## src/verilog/kwd_pkg.sv

```systemverilog
package kwd_pkg;

    // ------------------------------------------------------------
    // Register map
    // ------------------------------------------------------------
    localparam int unsigned ADDR_W = 32;
    localparam logic [31:0] KEY14_CTRL_ADDR = 32'hffff_f36e;
    localparam logic [31:0] KEY15_CTRL_ADDR = 32'hffff_f36f;
    localparam logic [31:0] KEY16_CTRL_ADDR = 32'hffff_f370;
    localparam logic [31:0] IRQ_STATUS_ADDR = 32'hffff_f3f0;
    localparam logic [31:0] IRQ_MASK_ADDR   = 32'hffff_f3f1;

    // ------------------------------------------------------------
    // Field layout of a channel control register
    // ------------------------------------------------------------
    localparam int unsigned PULLUP_BIT = 7;
    localparam int unsigned SEL_HI     = 6;
    localparam int unsigned SEL_LO     = 4;
    localparam int unsigned EN_BIT     = 0;

    localparam logic [2:0] SEL_LOW   = 3'h0;
    localparam logic [2:0] SEL_HIGH  = 3'h1;
    localparam logic [2:0] SEL_FALL  = 3'h2;
    localparam logic [2:0] SEL_RISE  = 3'h3;
    localparam logic [2:0] SEL_BOTH  = 3'h4;

    localparam logic PULLUP_STATIC  = 1'b0;
    localparam logic PULLUP_DYNAMIC = 1'b1;

    typedef struct packed {
        logic       pullup_mode;
        logic [2:0] active_sel;
        logic       irq_enable;
    } kwd_chan_cfg_t;

    localparam kwd_chan_cfg_t CHAN_RESET = '{
        pullup_mode: PULLUP_STATIC,
        active_sel:  SEL_FALL,
        irq_enable:  1'b0
    };

endpackage : kwd_pkg

```

## src/verilog/kwd_key_wakeup.sv

```systemverilog
`timescale 1ns/1ns
// ----------------------------------------------------------------
// ----------------------------------------------------------------
module kwd_key_wakeup #(
    parameter int unsigned NCH = 3
) (
    input  wire logic              clock_i,
    input  wire logic              rst_n_i,
    input  wire logic [31:0]       addr_i,
    input  wire logic [7:0]        wdata_i,
    input  wire logic              wr_i,
    input  wire logic              rd_i,
    output logic      [7:0]        rdata_o,
    input  wire logic [NCH-1:0]    key_i,
    output logic      [NCH-1:0]    pullup_dyn_o,
    output logic                   irq_o
);

    // ------------------------------------------------------------
    // Channel configuration
    // ------------------------------------------------------------
    kwd_pkg::kwd_chan_cfg_t [NCH-1:0] cfg_q, cfg_d;
    logic [NCH-1:0] sync1_q, sync2_q, prev_q;
    logic [NCH-1:0] hit;
    logic [NCH-1:0] stat_q, stat_d, mask_q, mask_d;
    logic [NCH-1:0] ch_wr;
    logic [7:0]     rdata_q, rdata_d;

    function automatic logic [31:0] ch_addr(input int unsigned n);
        unique case (n)
            0:       ch_addr = kwd_pkg::KEY14_CTRL_ADDR;
            1:       ch_addr = kwd_pkg::KEY15_CTRL_ADDR;
            default: ch_addr = kwd_pkg::KEY16_CTRL_ADDR;
        endcase
    endfunction : ch_addr

    genvar g;
    generate
        for (g = 0; g < NCH; g++) begin : g_ch
            assign ch_wr[g] = wr_i && (addr_i == ch_addr(g));
            // Level modes fire every cycle the level holds; sticky
            // status then stays set until written one-to-clear after the level goes away.
            always_comb begin
                unique case (cfg_q[g].active_sel)
                    kwd_pkg::SEL_LOW:  hit[g] = !sync2_q[g];
                    kwd_pkg::SEL_HIGH: hit[g] = sync2_q[g];
                    kwd_pkg::SEL_FALL: hit[g] = prev_q[g] && !sync2_q[g];
                    kwd_pkg::SEL_RISE: hit[g] = !prev_q[g] && sync2_q[g];
                    kwd_pkg::SEL_BOTH: hit[g] = prev_q[g] ^ sync2_q[g];
                    default:           hit[g] = 1'b0;
                endcase
            end
            assign pullup_dyn_o[g] = cfg_q[g].pullup_mode;
        end
    endgenerate

    // ------------------------------------------------------------
    // Next-state logic
    // ------------------------------------------------------------
    always_comb begin
        cfg_d  = cfg_q;
        mask_d = mask_q;
        for (int i = 0; i < NCH; i++) begin
            if (ch_wr[i]) begin
                cfg_d[i].pullup_mode = wdata_i[kwd_pkg::PULLUP_BIT];
                cfg_d[i].active_sel  =
                    wdata_i[kwd_pkg::SEL_HI:kwd_pkg::SEL_LO];
                cfg_d[i].irq_enable  = wdata_i[kwd_pkg::EN_BIT];
            end
        end
        if (wr_i && addr_i == kwd_pkg::IRQ_MASK_ADDR) begin
            mask_d = wdata_i[NCH-1:0];
        end
        // Set wins over write-one-to-clear
        stat_d = stat_q;
        if (wr_i && addr_i == kwd_pkg::IRQ_STATUS_ADDR) begin
            stat_d = stat_q & ~wdata_i[NCH-1:0];
        end
        for (int i = 0; i < NCH; i++) begin
            if (hit[i] && cfg_q[i].irq_enable) begin
                stat_d[i] = 1'b1;
            end
        end
        rdata_d = 8'h00;
        if (rd_i) begin
            for (int i = 0; i < NCH; i++) begin
                if (addr_i == ch_addr(i)) begin
                    rdata_d[kwd_pkg::PULLUP_BIT] = cfg_q[i].pullup_mode;
                    rdata_d[kwd_pkg::SEL_HI:kwd_pkg::SEL_LO] =
                        cfg_q[i].active_sel;
                    rdata_d[kwd_pkg::EN_BIT] = cfg_q[i].irq_enable;
                    // Bits 3..1 stay zero
                end
            end
            if (addr_i == kwd_pkg::IRQ_STATUS_ADDR) begin
                rdata_d[NCH-1:0] = stat_q;
            end
            if (addr_i == kwd_pkg::IRQ_MASK_ADDR) begin
                rdata_d[NCH-1:0] = mask_q;
            end
        end
    end

    // ------------------------------------------------------------
    // Registers
    // ------------------------------------------------------------
    always_ff @(posedge clock_i or negedge rst_n_i) begin
        if (!rst_n_i) begin
            cfg_q   <= {NCH{kwd_pkg::CHAN_RESET}};
            sync1_q <= '1;
            sync2_q <= '1;
            prev_q  <= '1;
            stat_q  <= '0;
            mask_q  <= '0;
            rdata_q <= 8'h00;
        end else begin
            cfg_q   <= cfg_d;
            sync1_q <= key_i;
            sync2_q <= sync1_q;
            prev_q  <= sync2_q;
            stat_q  <= stat_d;
            mask_q  <= mask_d;
            rdata_q <= rdata_d;
        end
    end

    assign rdata_o = rdata_q;
    assign irq_o   = |(stat_q & mask_q);
endmodule : kwd_key_wakeup

```

## config.mk

```make
export PLATFORM = sky130hd
export DESIGN_NAME = kwd_key_wakeup
export DESIGN_NICKNAME = d
export VERILOG_FILES = /design/src/verilog/kwd_pkg.sv /design/src/verilog/kwd_key_wakeup.sv
export SDC_FILE = /design/constraint.sdc
export NUM_CORES = 1
export LEC_CHECK = 0
export BUFFER_PORTS_ARGS = -buffer_cell sky130_fd_sc_hd__buf_4
export CAP_MARGIN = 40
export CORE_MARGIN = 3
export CORE_UTILIZATION = 55
export DETAILED_ROUTE_END_ITERATION = 10
export GPL_ROUTABILITY_DRIVEN = 0
export PLACE_DENSITY = 0.85
export SLEW_MARGIN = 20
export SYNTH_ARGS = -nofsm -noshare
export SYNTH_HDL_FRONTEND = slang
export SYNTH_SLANG_ARGS = --single-unit
export TNS_END_PERCENT = 30
```

## constraint.sdc

```tcl
create_clock -name clock_i -period 2.7 [get_ports clock_i]
set_input_delay 0.54 -clock clock_i [delete_from_list [all_inputs] [get_ports clock_i]]
set_output_delay 0.54 -clock clock_i [all_outputs]
set_load 0.01 [all_outputs]
```

Word level (Yosys, flattened, before mapping) --
Cells that the tools add are included.
Storage, ports and cells: flip-flop bits (word level) 37, bits of input ports 47, word-level logic and storage cells 90
Cells by class: equality and inequality tests 20, mux-type cells 20, bitwise gates (word level) 6, reductions and logical operators 27
Operator list (number):
- $eq A32 B32 Y1 const B | 5
- $eq A32 B32 Y1 | 3
- $mux W32 | 3
- $eq A3 B2 Y1 const B | 6
- $mux W4 | 4
- $pmux W1 S5 | 3
- $logic_and A1 B1 Y1 | 14
- $mux W3 | 4
- $eq A3 B1 Y1 const B | 3
- $eq A3 B3 Y1 const B | 3
- $logic_not A3 Y1 | 3
- $and A3 B3 Y3 | 2
- $logic_not A1 Y1 | 6
- $mux W1 | 6
- $reduce_bool A2 Y1 | 3
- $not A3 Y3 | 1
- $reduce_or A3 Y1 | 1
- $xor A1 B1 Y1 | 3

Depth between registers and ports, before layout --
Gate-level depths: netlist (run 1).
word-level depth 8, mapped depth 6, mapped depth without buffers 6

Worst setup path after synthesis (run 1) --
OpenSTA, ideal clock, no wires.
path type in2reg, start input addr_i[23], end register cfg_q[10] in the netlist's numbering, library setup time 125 ps, data arrival time 1795 ps, data required time 2575 ps, slack 781 ps, stages on the path 4, buffers on the path 0, cell sequence nand4_1 > or3_4 > nor4_4 > mux2_2
On the way: cells in the longest elaborated chain, start to end 2
Ends and longest elaborated chain:
- start: declaration | line kwd_key_wakeup.sv:9 | input wire logic [31:0] addr_i,
- $eq A32 B32 Y1 | line kwd_key_wakeup.sv:40 | assign ch_wr[g] = wr_i && (addr_i == ch_addr(g));
- $logic_and A1 B1 Y1 | line kwd_key_wakeup.sv:40
- end signal: assignment | line kwd_key_wakeup.sv:109 | cfg_q <= {NCH{kwd_pkg::CHAN_RESET}};
- end signal: assignment | line kwd_key_wakeup.sv:117 | cfg_q <= cfg_d;
- end: declaration | line kwd_key_wakeup.sv:22 | kwd_pkg::kwd_chan_cfg_t [NCH-1:0] cfg_q, cfg_d;
No other way between the ends. A chain may end at the register's enable or synchronous reset.

Worst setup path after layout (run 1) --
start register mask_q[1], end output irq_o
On the way: cells in the longest elaborated chain, start to end 2
Ends and longest elaborated chain:
- start: declaration | line kwd_key_wakeup.sv:25 | logic [NCH-1:0] stat_q, stat_d, mask_q, mask_d;
- start signal: assignment | line kwd_key_wakeup.sv:122 | mask_q <= mask_d;
- $and A3 B3 Y3 | line kwd_key_wakeup.sv:128 | assign irq_o = |(stat_q & mask_q);
- $reduce_or A3 Y1 | line kwd_key_wakeup.sv:128
- end: declaration | line kwd_key_wakeup.sv:16 | output logic irq_o
No other way between the ends.

==> results of run 1 <==
==> per-stage QoR <==
step                instances    util
floorplan                 157       -
CTS                       260  0.7691
detailed placement        252  0.7414
global route              260  0.7691
finish                    260  0.7691
global placement          252  0.7414
==> Yosys cell counts, drive strengths merged (2+ instances only) <==
cell	instances
a32oi	4
and4	2
buf	6
dfrtp	25
dfstp	12
ha	6
inv	11
mux2	23
mux2i	6
nand2	6
nand4	8
nor2	5
nor3	3
nor4	2
o211ai	3
o21a	3
o21ai	8
o41ai	3
or3	2
xnor2	3
==> sequential cells by signal (all words and copies together), names as in the netlist <==
| signal | flops |
|---|---|
| pullup_dyn_o | 3 |
| stat_q | 3 |
| prev_q | 3 |
| mask_q | 3 |
| sync1_q | 3 |
| cfg_q | 12 |
| rdata_o | 7 |
| sync2_q | 3 |
==> critical path: stages, from the launching register on <==
cell      delay (ps)
dfrtp_1          410
a222oi_1         330
inv_1             70
buf_4            150
==> power by group <==
| group | internal, mW | switching (mW) | leakage [nW] |
|---|---|---|---|
| combinational | 0.0565 | 0.0438 | 0.687 |
| sequential | 0.567 | 0.00511 | 0.459 |
| clock | 0.220 | 0.188 | 0.0445 |
| total | 0.843 | 0.237 | 1.19 |
==> cells by family after synthesis <==
group	after synthesis	share of synthesized area
other	1	0.001942
xor gates and xnor gates	3	0.01361
DFF	37	0.4874
muxes	29	0.1653
adders and majority gates	6	0.03888
and+or+nand+nor	39	0.1588
buffers and inverters	17	0.04147
AOI/OAI and AO/OA	25	0.09268
==> final cells by class <==
class	count	area (µm²)
inverter	11	41.29
timing repair buffer	57	427.9
multi-input combinational	103	909.6
clock buffer	6	51.30
fill	222	739.5
clock inverter	2	37.54
sequential	37	940.9
tap	44	55.05
==> routing by layer <==
layer,share of wire,wire length (µm),vias up
met5,0,0,-
met4,0.015,65,0
met3,0.090,383,8
met2,0.50,2138,58
met1,0.39,1652,713
li1,-,-,700
==> path summary, 6_finish.rpt <==
check,end,depth (start not counted)
setup / recovery,irq_o,3
hold reg to reg,sync2_q[2],0
min in group clock_i,sync1_q[2],1
max in group asynchronous,sync2_q[1],1
hold / removal,cfg_q[3],1
setup reg to reg,stat_q[0],6
==> flow_metrics.tcl, run 1 <==
set metrics [dict create \
    crit_fanout 3 \
    start_util 0.6027 \
    ys_seq_area_frac 0.4874 \
    slew_viol_final 0 \
    drtPass1Iterations 4 \
    yosysWarnings 0 \
    vias 1479 \
    p_per_area_mw_per_mm2 438.7 \
    synth-edff-count 0 \
    post_route_cells_drive_above_1_share 0.5000 \
    synth_top_area_share 0.3240 \
    yosys-top-cells-area "dfrtp_1 (32%), dfstp_2 (16%), mux2_2 (13%), ha_1 (3.9%), mux2i_1 (3.1%)" \
    grt-ovfl-total 0 \
    place_ws_ps 479.4 \
    antenna_found_initial 0 \
    grtUsageTotal 0.2182 \
    fin_crit_ps 1843 \
    std_cell_rows 20 \
    end_kind "primary output" \
    synthCells 157 \
    path_class "reg2out" \
    num_antenna_cells 0 \
    hold_class "in2async" \
    met1_usage 0.2464 \
    grt_pass1_vias 1552 \
    status "completed" \
    clk_pin_slew_worst_paths_ps 120 \
    skew_ps 8.139 \
    grt_max_degree 38 \
    cts_buffers 5 \
    finalSetupViolCount 0 \
    wl_per_cell_um 16.31 \
    final_cell_mix "buf_4 (57), dfrtp_1 (25), mux2_2 (23)" \
    yosysTopAreaCell "dfrtp_1" \
    ioPinCount 59 \
    ctsRootBufferMaster "clkbuf_4" \
    coreArea_mm2 0.003203 \
    cts_tree "built" \
    async_flop_share 1.000 \
    tns_ps 0 \
    rsz0062_at_grt "false" \
    synthToLayoutAreaGrowth_pct 27.61 \
    fin_ws_ps 857.1 \
    cts_resized 0 \
    detail-route-antenna-nets 0 \
    worstPathRequired_ps 2160 \
    vdd_drop_max_mv 0.4952 \
    met2_usage 0.3906 \
    synth_fp_nets 210 \
    synth_flop_cell "dfrtp_1" \
    via_per_inst 5.688 \
    avgSynthCellArea_um2 12.30 \
    die_h_um 65.25 \
    die_w_um 65.25 \
    power_mw 1.081 \
    clockBufferDepth 2 \
    period_share 0.6825 \
    drt_iter0_markers 64 \
    io_buffers 56 \
    startpoint "mask_q[1]" \
    clock-sinks 37 \
    hold-worst-slack_ps 126.5 \
    cts_setup_buffers 0 \
    syn-cell-area_mm2 0.001931 \
    drcViolationCount 0 \
    design_area_mm2 0.002464 \
    nets 268 \
    p_leak_nw 1.191 \
    grt_pass1_wl_um 7038 \
    rrSetupSlack_ps 1240 \
    wl_um 4240 \
    place_area_mm2 0.002375 \
    final_common_cell "buf_4" \
    place_hpwl_um 3240 \
    busiest_layer "met2" \
    r2r_start "sync2_q[0]" \
    ys_types 40 \
    cp.arrival_ps 1300 \
    cts_hold_buf 0 \
    grt_use_met3 0.06667 \
    critPathLaunchType "flop" \
    die-area_mm2 0.004257 \
    ys_ff_latch 37 \
    clock_latency_ps 340 \
    timing.fmax_mhz 542.6 \
    hold_viol 0 \
    cap_violations 0 \
    cts_max_level 2 \
]
Power figures use the tool's default switching activity.
==> inputs of run 2 (changes only) <==
--- a/config.mk
+++ b/config.mk
@@ -8,10 +8,10 @@
 export BUFFER_PORTS_ARGS = -buffer_cell sky130_fd_sc_hd__buf_4
 export CAP_MARGIN = 40
 export CORE_MARGIN = 3
-export CORE_UTILIZATION = 55
+export CORE_UTILIZATION = 46
 export DETAILED_ROUTE_END_ITERATION = 10
 export GPL_ROUTABILITY_DRIVEN = 0
-export PLACE_DENSITY = 0.85
+export PLACE_DENSITY = 0.76
 export SLEW_MARGIN = 20
 export SYNTH_ARGS = -nofsm -noshare
 export SYNTH_HDL_FRONTEND = slang
==> constraint.sdc (replaced) <==
create_clock -name clock_i -period 1.49 [get_ports clock_i]
set_input_delay 0.298 -clock clock_i [delete_from_list [all_inputs] [get_ports clock_i]]
set_output_delay 0.298 -clock clock_i [all_outputs]
set_load 0.01 [all_outputs]
==> run 2 against run 1 <==
The run now ends with setup timing left. First-iteration DRC count is 61% lower. Routed wire length rose by 3.7%. Non-clock buffer count increased by 23. Combinational power is 110% higher. Via count grew 4.5%. Die area is 18% higher. Sequential share of layout area decreased by 3.9 points. Global-route usage shrank 3.1 points. Flip-flop and latch count unchanged. Critical path depth unchanged. Power grew 99%. Worst hold slack got worse by 16 ps. Largest power group unchanged.
==> flow_metrics.tcl, run 2 (synthesis gave the netlist of run 1 again) <==
set metrics [dict create \
    die_w_um 70.79 \
    final_common_cell "buf_4" \
    io_buffers 56 \
    drcViolationCount 0 \
    largest_reg_flops 12 \
    crit_fanout 3 \
    drt_iter0_markers 25 \
    rsz0062_at_grt "true" \
    clock_latency_ps 290 \
    slew_viol_final 0 \
    ioPinCount 59 \
    tns_ps -80.91 \
    critPathLaunchType "flop" \
    via_per_inst 5.387 \
    fin_ws_ps -80.91 \
    vdd_drop_max_mv 0.5799 \
    hold-worst-slack_ps 110.5 \
    fin_crit_ps 1571 \
    start_util 0.5010 \
    grtUsageTotal 0.1875 \
    place_hpwl_um 3317 \
    drtPass1Iterations 4 \
    finalSetupViolCount 1 \
    status "finished, violations left" \
    clk_pin_slew_worst_paths_ps 80 \
    die_h_um 70.79 \
    wl_per_cell_um 15.31 \
    final_cell_mix "buf_4 (73), dfrtp_1 (25), mux2_2 (18)" \
    timing.fmax_mhz 636.6 \
    detail-route-antenna-nets 0 \
    std_cell_rows 22 \
    period_share 1.054 \
    p_leak_nw 1.337 \
    die-area_mm2 0.005011 \
    p_per_area_mw_per_mm2 783.6 \
    vias 1546 \
    stdcell_count 287 \
    coreArea_mm2 0.003854 \
    cts_tree "built" \
    path_class "reg2out" \
    num_antenna_cells 0 \
    grt_pass1_wl_um 7410 \
    ctsRootBufferMaster "clkbuf_8" \
    fin_util 0.7127 \
    clock-sinks 37 \
    skew_ps 7.175 \
    end_kind "primary output" \
    dpl.cell_count 271 \
    cts_buffers 5 \
    hold_class "in2reg" \
    antenna_found_initial 0 \
    cap_violations 0 \
    fill_cells 266 \
    grt_max_degree 38 \
    nets 291 \
    clockBufferDepth 2 \
    violations "setup timing" \
    grt_pass1_vias 1653 \
    cts_max_level 2 \
    wl_um 4395 \
    rrSetupSlack_ps 80 \
    largest-register "cfg_q" \
    synthToLayoutAreaGrowth_pct 42.26 \
    power_mw 2.152 \
    cp.arrival_ps 1270 \
    hold_viol 0 \
    worstPathRequired_ps 1190 \
    grt-ovfl-total 0 \
    post_route_cells_drive_above_1_share 0.5565 \
]
-- run 2: changes by cell type in the layout (fill, tap and decap cells not counted), sizes merged --
| cell | previous run | this run |
|---|---|---|
| dlygate4sd3 | 0 | 1 |
| buf | 57 | 79 |
-- run 2: stage by stage --
stage	worst slack (ps)	area [µm²]
floorplan	-178.0	1939
global placement	-312.5	2501
detailed placement	-355.5	2501
CTS	-57.66	2714
global route	-144.5	2746
finish	-80.91	2746
-- run 2: worst paths after layout --
| check | startpoint | to | cells past startpoint |
|---|---|---|---|
| min | key_i[2] | sync1_q[2] | 1 |
| max | stat_q[0] | irq_o | 3 |
| max reg2reg | sync2_q[1] | stat_q[1] | 6 |
| min in group asynchronous | rst_n_i | rdata_o[2] | 2 |
| min reg2reg | sync1_q[1] | sync2_q[1] | 0 |
| max in group asynchronous | rst_n_i | cfg_q[12] | 2 |
-- run 2: area by class of cell --
class	instances	area (µm²)	area share
clock inverters	2	37.54	0.01367
clock buffers	6	82.58	0.03007
well taps	48	60.06	0.02187
repair buffers	80	629.4	0.2292
multi-input cells	103	954.7	0.3476
flip-flops and latches	37	940.9	0.3426
inverters	11	41.29	0.01503
-- run 2: what timing repair did --
item	4_1_cts	5_1_grt
setup buffers	6	1
endpoints found under the setup margin	9	29
hold buffers	1	0
pin swaps	5	9
resized for setup	9	6
endpoints found under the hold margin	25	0
-- run 2: worst max-delay path, stage by stage (launching register included) --
cell and delay [ps]:
dfrtp_1 410, a222oi_1 350, inv_1 70, buf_4 150
-- run 2: where the power goes --
group          internal (mW)  leakage (nW)  switching, mW
sequential              1.03         0.459        0.00772
combinational          0.126         0.821         0.0865
clock                  0.544        0.0574          0.361
total                   1.70          1.34          0.456
-- run 2: routing by layer --
layer / vias up / GRT usage / wire, µm
li1: 739 / - / -
met1: 728 / 0.2042 / 1728
met2: 70 / 0.3223 / 2157
met3: 9 / 0.07670 / 422
met4: 0 / 0.07724 / 87
met5: - / 0 / 0
==> inputs of run 3 (changes only) <==
--- a/config.mk
+++ b/config.mk
@@ -8,10 +8,10 @@
 export BUFFER_PORTS_ARGS = -buffer_cell sky130_fd_sc_hd__buf_4
 export CAP_MARGIN = 40
 export CORE_MARGIN = 3
-export CORE_UTILIZATION = 46
+export CORE_UTILIZATION = 55
 export DETAILED_ROUTE_END_ITERATION = 10
 export GPL_ROUTABILITY_DRIVEN = 0
-export PLACE_DENSITY = 0.76
+export PLACE_DENSITY = 0.85
 export SLEW_MARGIN = 20
 export SYNTH_ARGS = -nofsm -noshare
 export SYNTH_HDL_FRONTEND = slang
==> constraint.sdc (replaced) <==
create_clock -name clock_i -period 1.96 [get_ports clock_i]
set_input_delay 0.392 -clock clock_i [delete_from_list [all_inputs] [get_ports clock_i]]
set_output_delay 0.392 -clock clock_i [all_outputs]
set_load 0.05 [all_outputs]
==> run 3 against run 2 <==
The run now ends clean. Routed wire length grew 3.8%. Non-clock buffer count down 17. Cell area fell by 8.1%. Register-to-register slack improved by 370 ps. Sequential share of layout area grew 3.0 points. Power decreased by 26%. Largest cell class is now registers. Worst hold slack improved by 27 ps. Sequential power decreased by 23%.
==> flow_metrics.tcl, run 3 (synthesis gave the netlist of run 1 again) <==
set metrics [dict create \
    status "completed" \
    cts_buffers 5 \
    crit_fanout 4 \
    period_share 0.9179 \
    end_kind "primary output" \
    wl_per_cell_um 17.16 \
    clock-sinks 37 \
    start_util 0.6027 \
    crit_family "flip-flops" \
    clk_pin_slew_worst_paths_ps 110 \
    ioPinCount 59 \
    cts_max_level 2 \
    cts_tree "built" \
    startpoint "stat_q[0]" \
    slew_viol_final 0 \
    crit_buf_inv 2 \
    nets 274 \
    io_buffers 56 \
    stdcell_count 266 \
    clockBufferDepth 2 \
    power_mw 1.585 \
    fin_ws_ps 160.9 \
    skew_ps 10.54 \
    critPathMaxStageDelay_ps 430 \
    cp.arrival_ps 1410 \
    crit_slowest_cell "dfrtp_1" \
    synthToLayoutAreaGrowth_pct 30.78 \
    grt_pass1_wl_um 7748 \
    hold_class "in2reg" \
    place_area_mm2 0.002412 \
    worstPathRequired_ps 1570 \
    vdd_drop_max_mv 0.9769 \
    timing.fmax_mhz 555.8 \
    min-delay-start "key_i[2]" \
    antenna_found_initial 0 \
    finalSetupViolCount 0 \
    coreArea_mm2 0.003203 \
    path_class "reg2out" \
    die_w_um 65.25 \
    grtUsageTotal 0.2426 \
    p_per_area_mw_per_mm2 627.9 \
    fin_crit_ps 1799 \
    post_route_cells_drive_above_1_share 0.5090 \
    wl_um 4564 \
    rsz0062_at_grt "false" \
    path_cells "a222oi_1, inv_1, buf_4" \
    cts_resized 0 \
    hold_viol 0 \
    critPathLaunchType "flop" \
    p_leak_nw 1.231 \
    final_cell_mix "buf_4 (62), dfrtp_1 (25), mux2_2 (23)" \
    design_area_mm2 0.002525 \
    tns_ps 0 \
    grt_max_degree 38 \
    grt_pass1_vias 1710 \
    detail-route-antenna-nets 0 \
    place_hpwl_um 3497 \
    cap_violations 0 \
    ctsRootBufferMaster "clkbuf_4" \
    die-area_mm2 0.004257 \
    grt-ovfl-total 0 \
    hold-worst-slack_ps 137.5 \
    final_common_cell "buf_4" \
    clock_latency_ps 350 \
    die_h_um 65.25 \
    fin_util 0.7883 \
    via_per_inst 5.677 \
    dpl.cell_count 257 \
    largest_reg_flops 12 \
    std_cell_rows 20 \
    num_antenna_cells 0 \
    largest-register "cfg_q" \
    vias 1510 \
    drcViolationCount 0 \
    r2r_start "sync2_q[0]" \
    cts_setup_buffers 0 \
    place_ws_ps 15.90 \
    drtPass1Iterations 4 \
    drt_iter0_markers 44 \
]
[run 3: cell types whose count changed in the layout (fill, tap and decap cells not counted), sizes merged]
| cell | previous run | this run |
|---|---|---|
| clkinv | 0 | 1 |
| clkbuf | 6 | 5 |
| bufinv | 1 | 2 |
| clkinvlp | 1 | 0 |
| buf | 79 | 62 |
[run 3: cell type report]
class	count	area, µm²
clock buffers	5	37.54
well taps	44	55.05
clock inverters	3	65.06
fillers	224	678.2
repair buffers	63	475.5
multi-input cells	103	909.6
inverters	11	41.29
flip-flops and latches	37	940.9
[run 3: what timing repair did]
item	in CTS	in global routing
hold buffers	1	0
hold endpoints to repair	25	0
endpoints found under the setup margin	0	0
[run 3: where the power goes]
group / switching, mW / leakage, nW / internal [mW]
Combinational: 0.0671 / 0.716 / 0.0809
Sequential: 0.00695 / 0.459 / 0.781
Clock: 0.255 / 0.0552 / 0.395
[run 3: final timing paths]
| kind | to | slack (ps) | depth (start not counted) |
|---|---|---|---|
| worst min register to register | sync2_q[1] | 360 | 0 |
| worst max-delay path | irq_o | 160 | 3 |
| min in group asynchronous | cfg_q[3] | 520 | 2 |
| max in group asynchronous | cfg_q[7] | 1080 | 2 |
| worst max register to register | stat_q[0] | 450 | 6 |
| worst min-delay path | sync1_q[2] | 140 | 1 |
[run 3: metal layers]
| layer | track usage | routed length, µm |
|---|---|---|
| met1 | 0.2694 | 1706 |
| met2 | 0.4273 | 2320 |
| met3 | 0.07350 | 429 |
| met4 | 0.1036 | 108 |
| met5 | 0 | 0 |
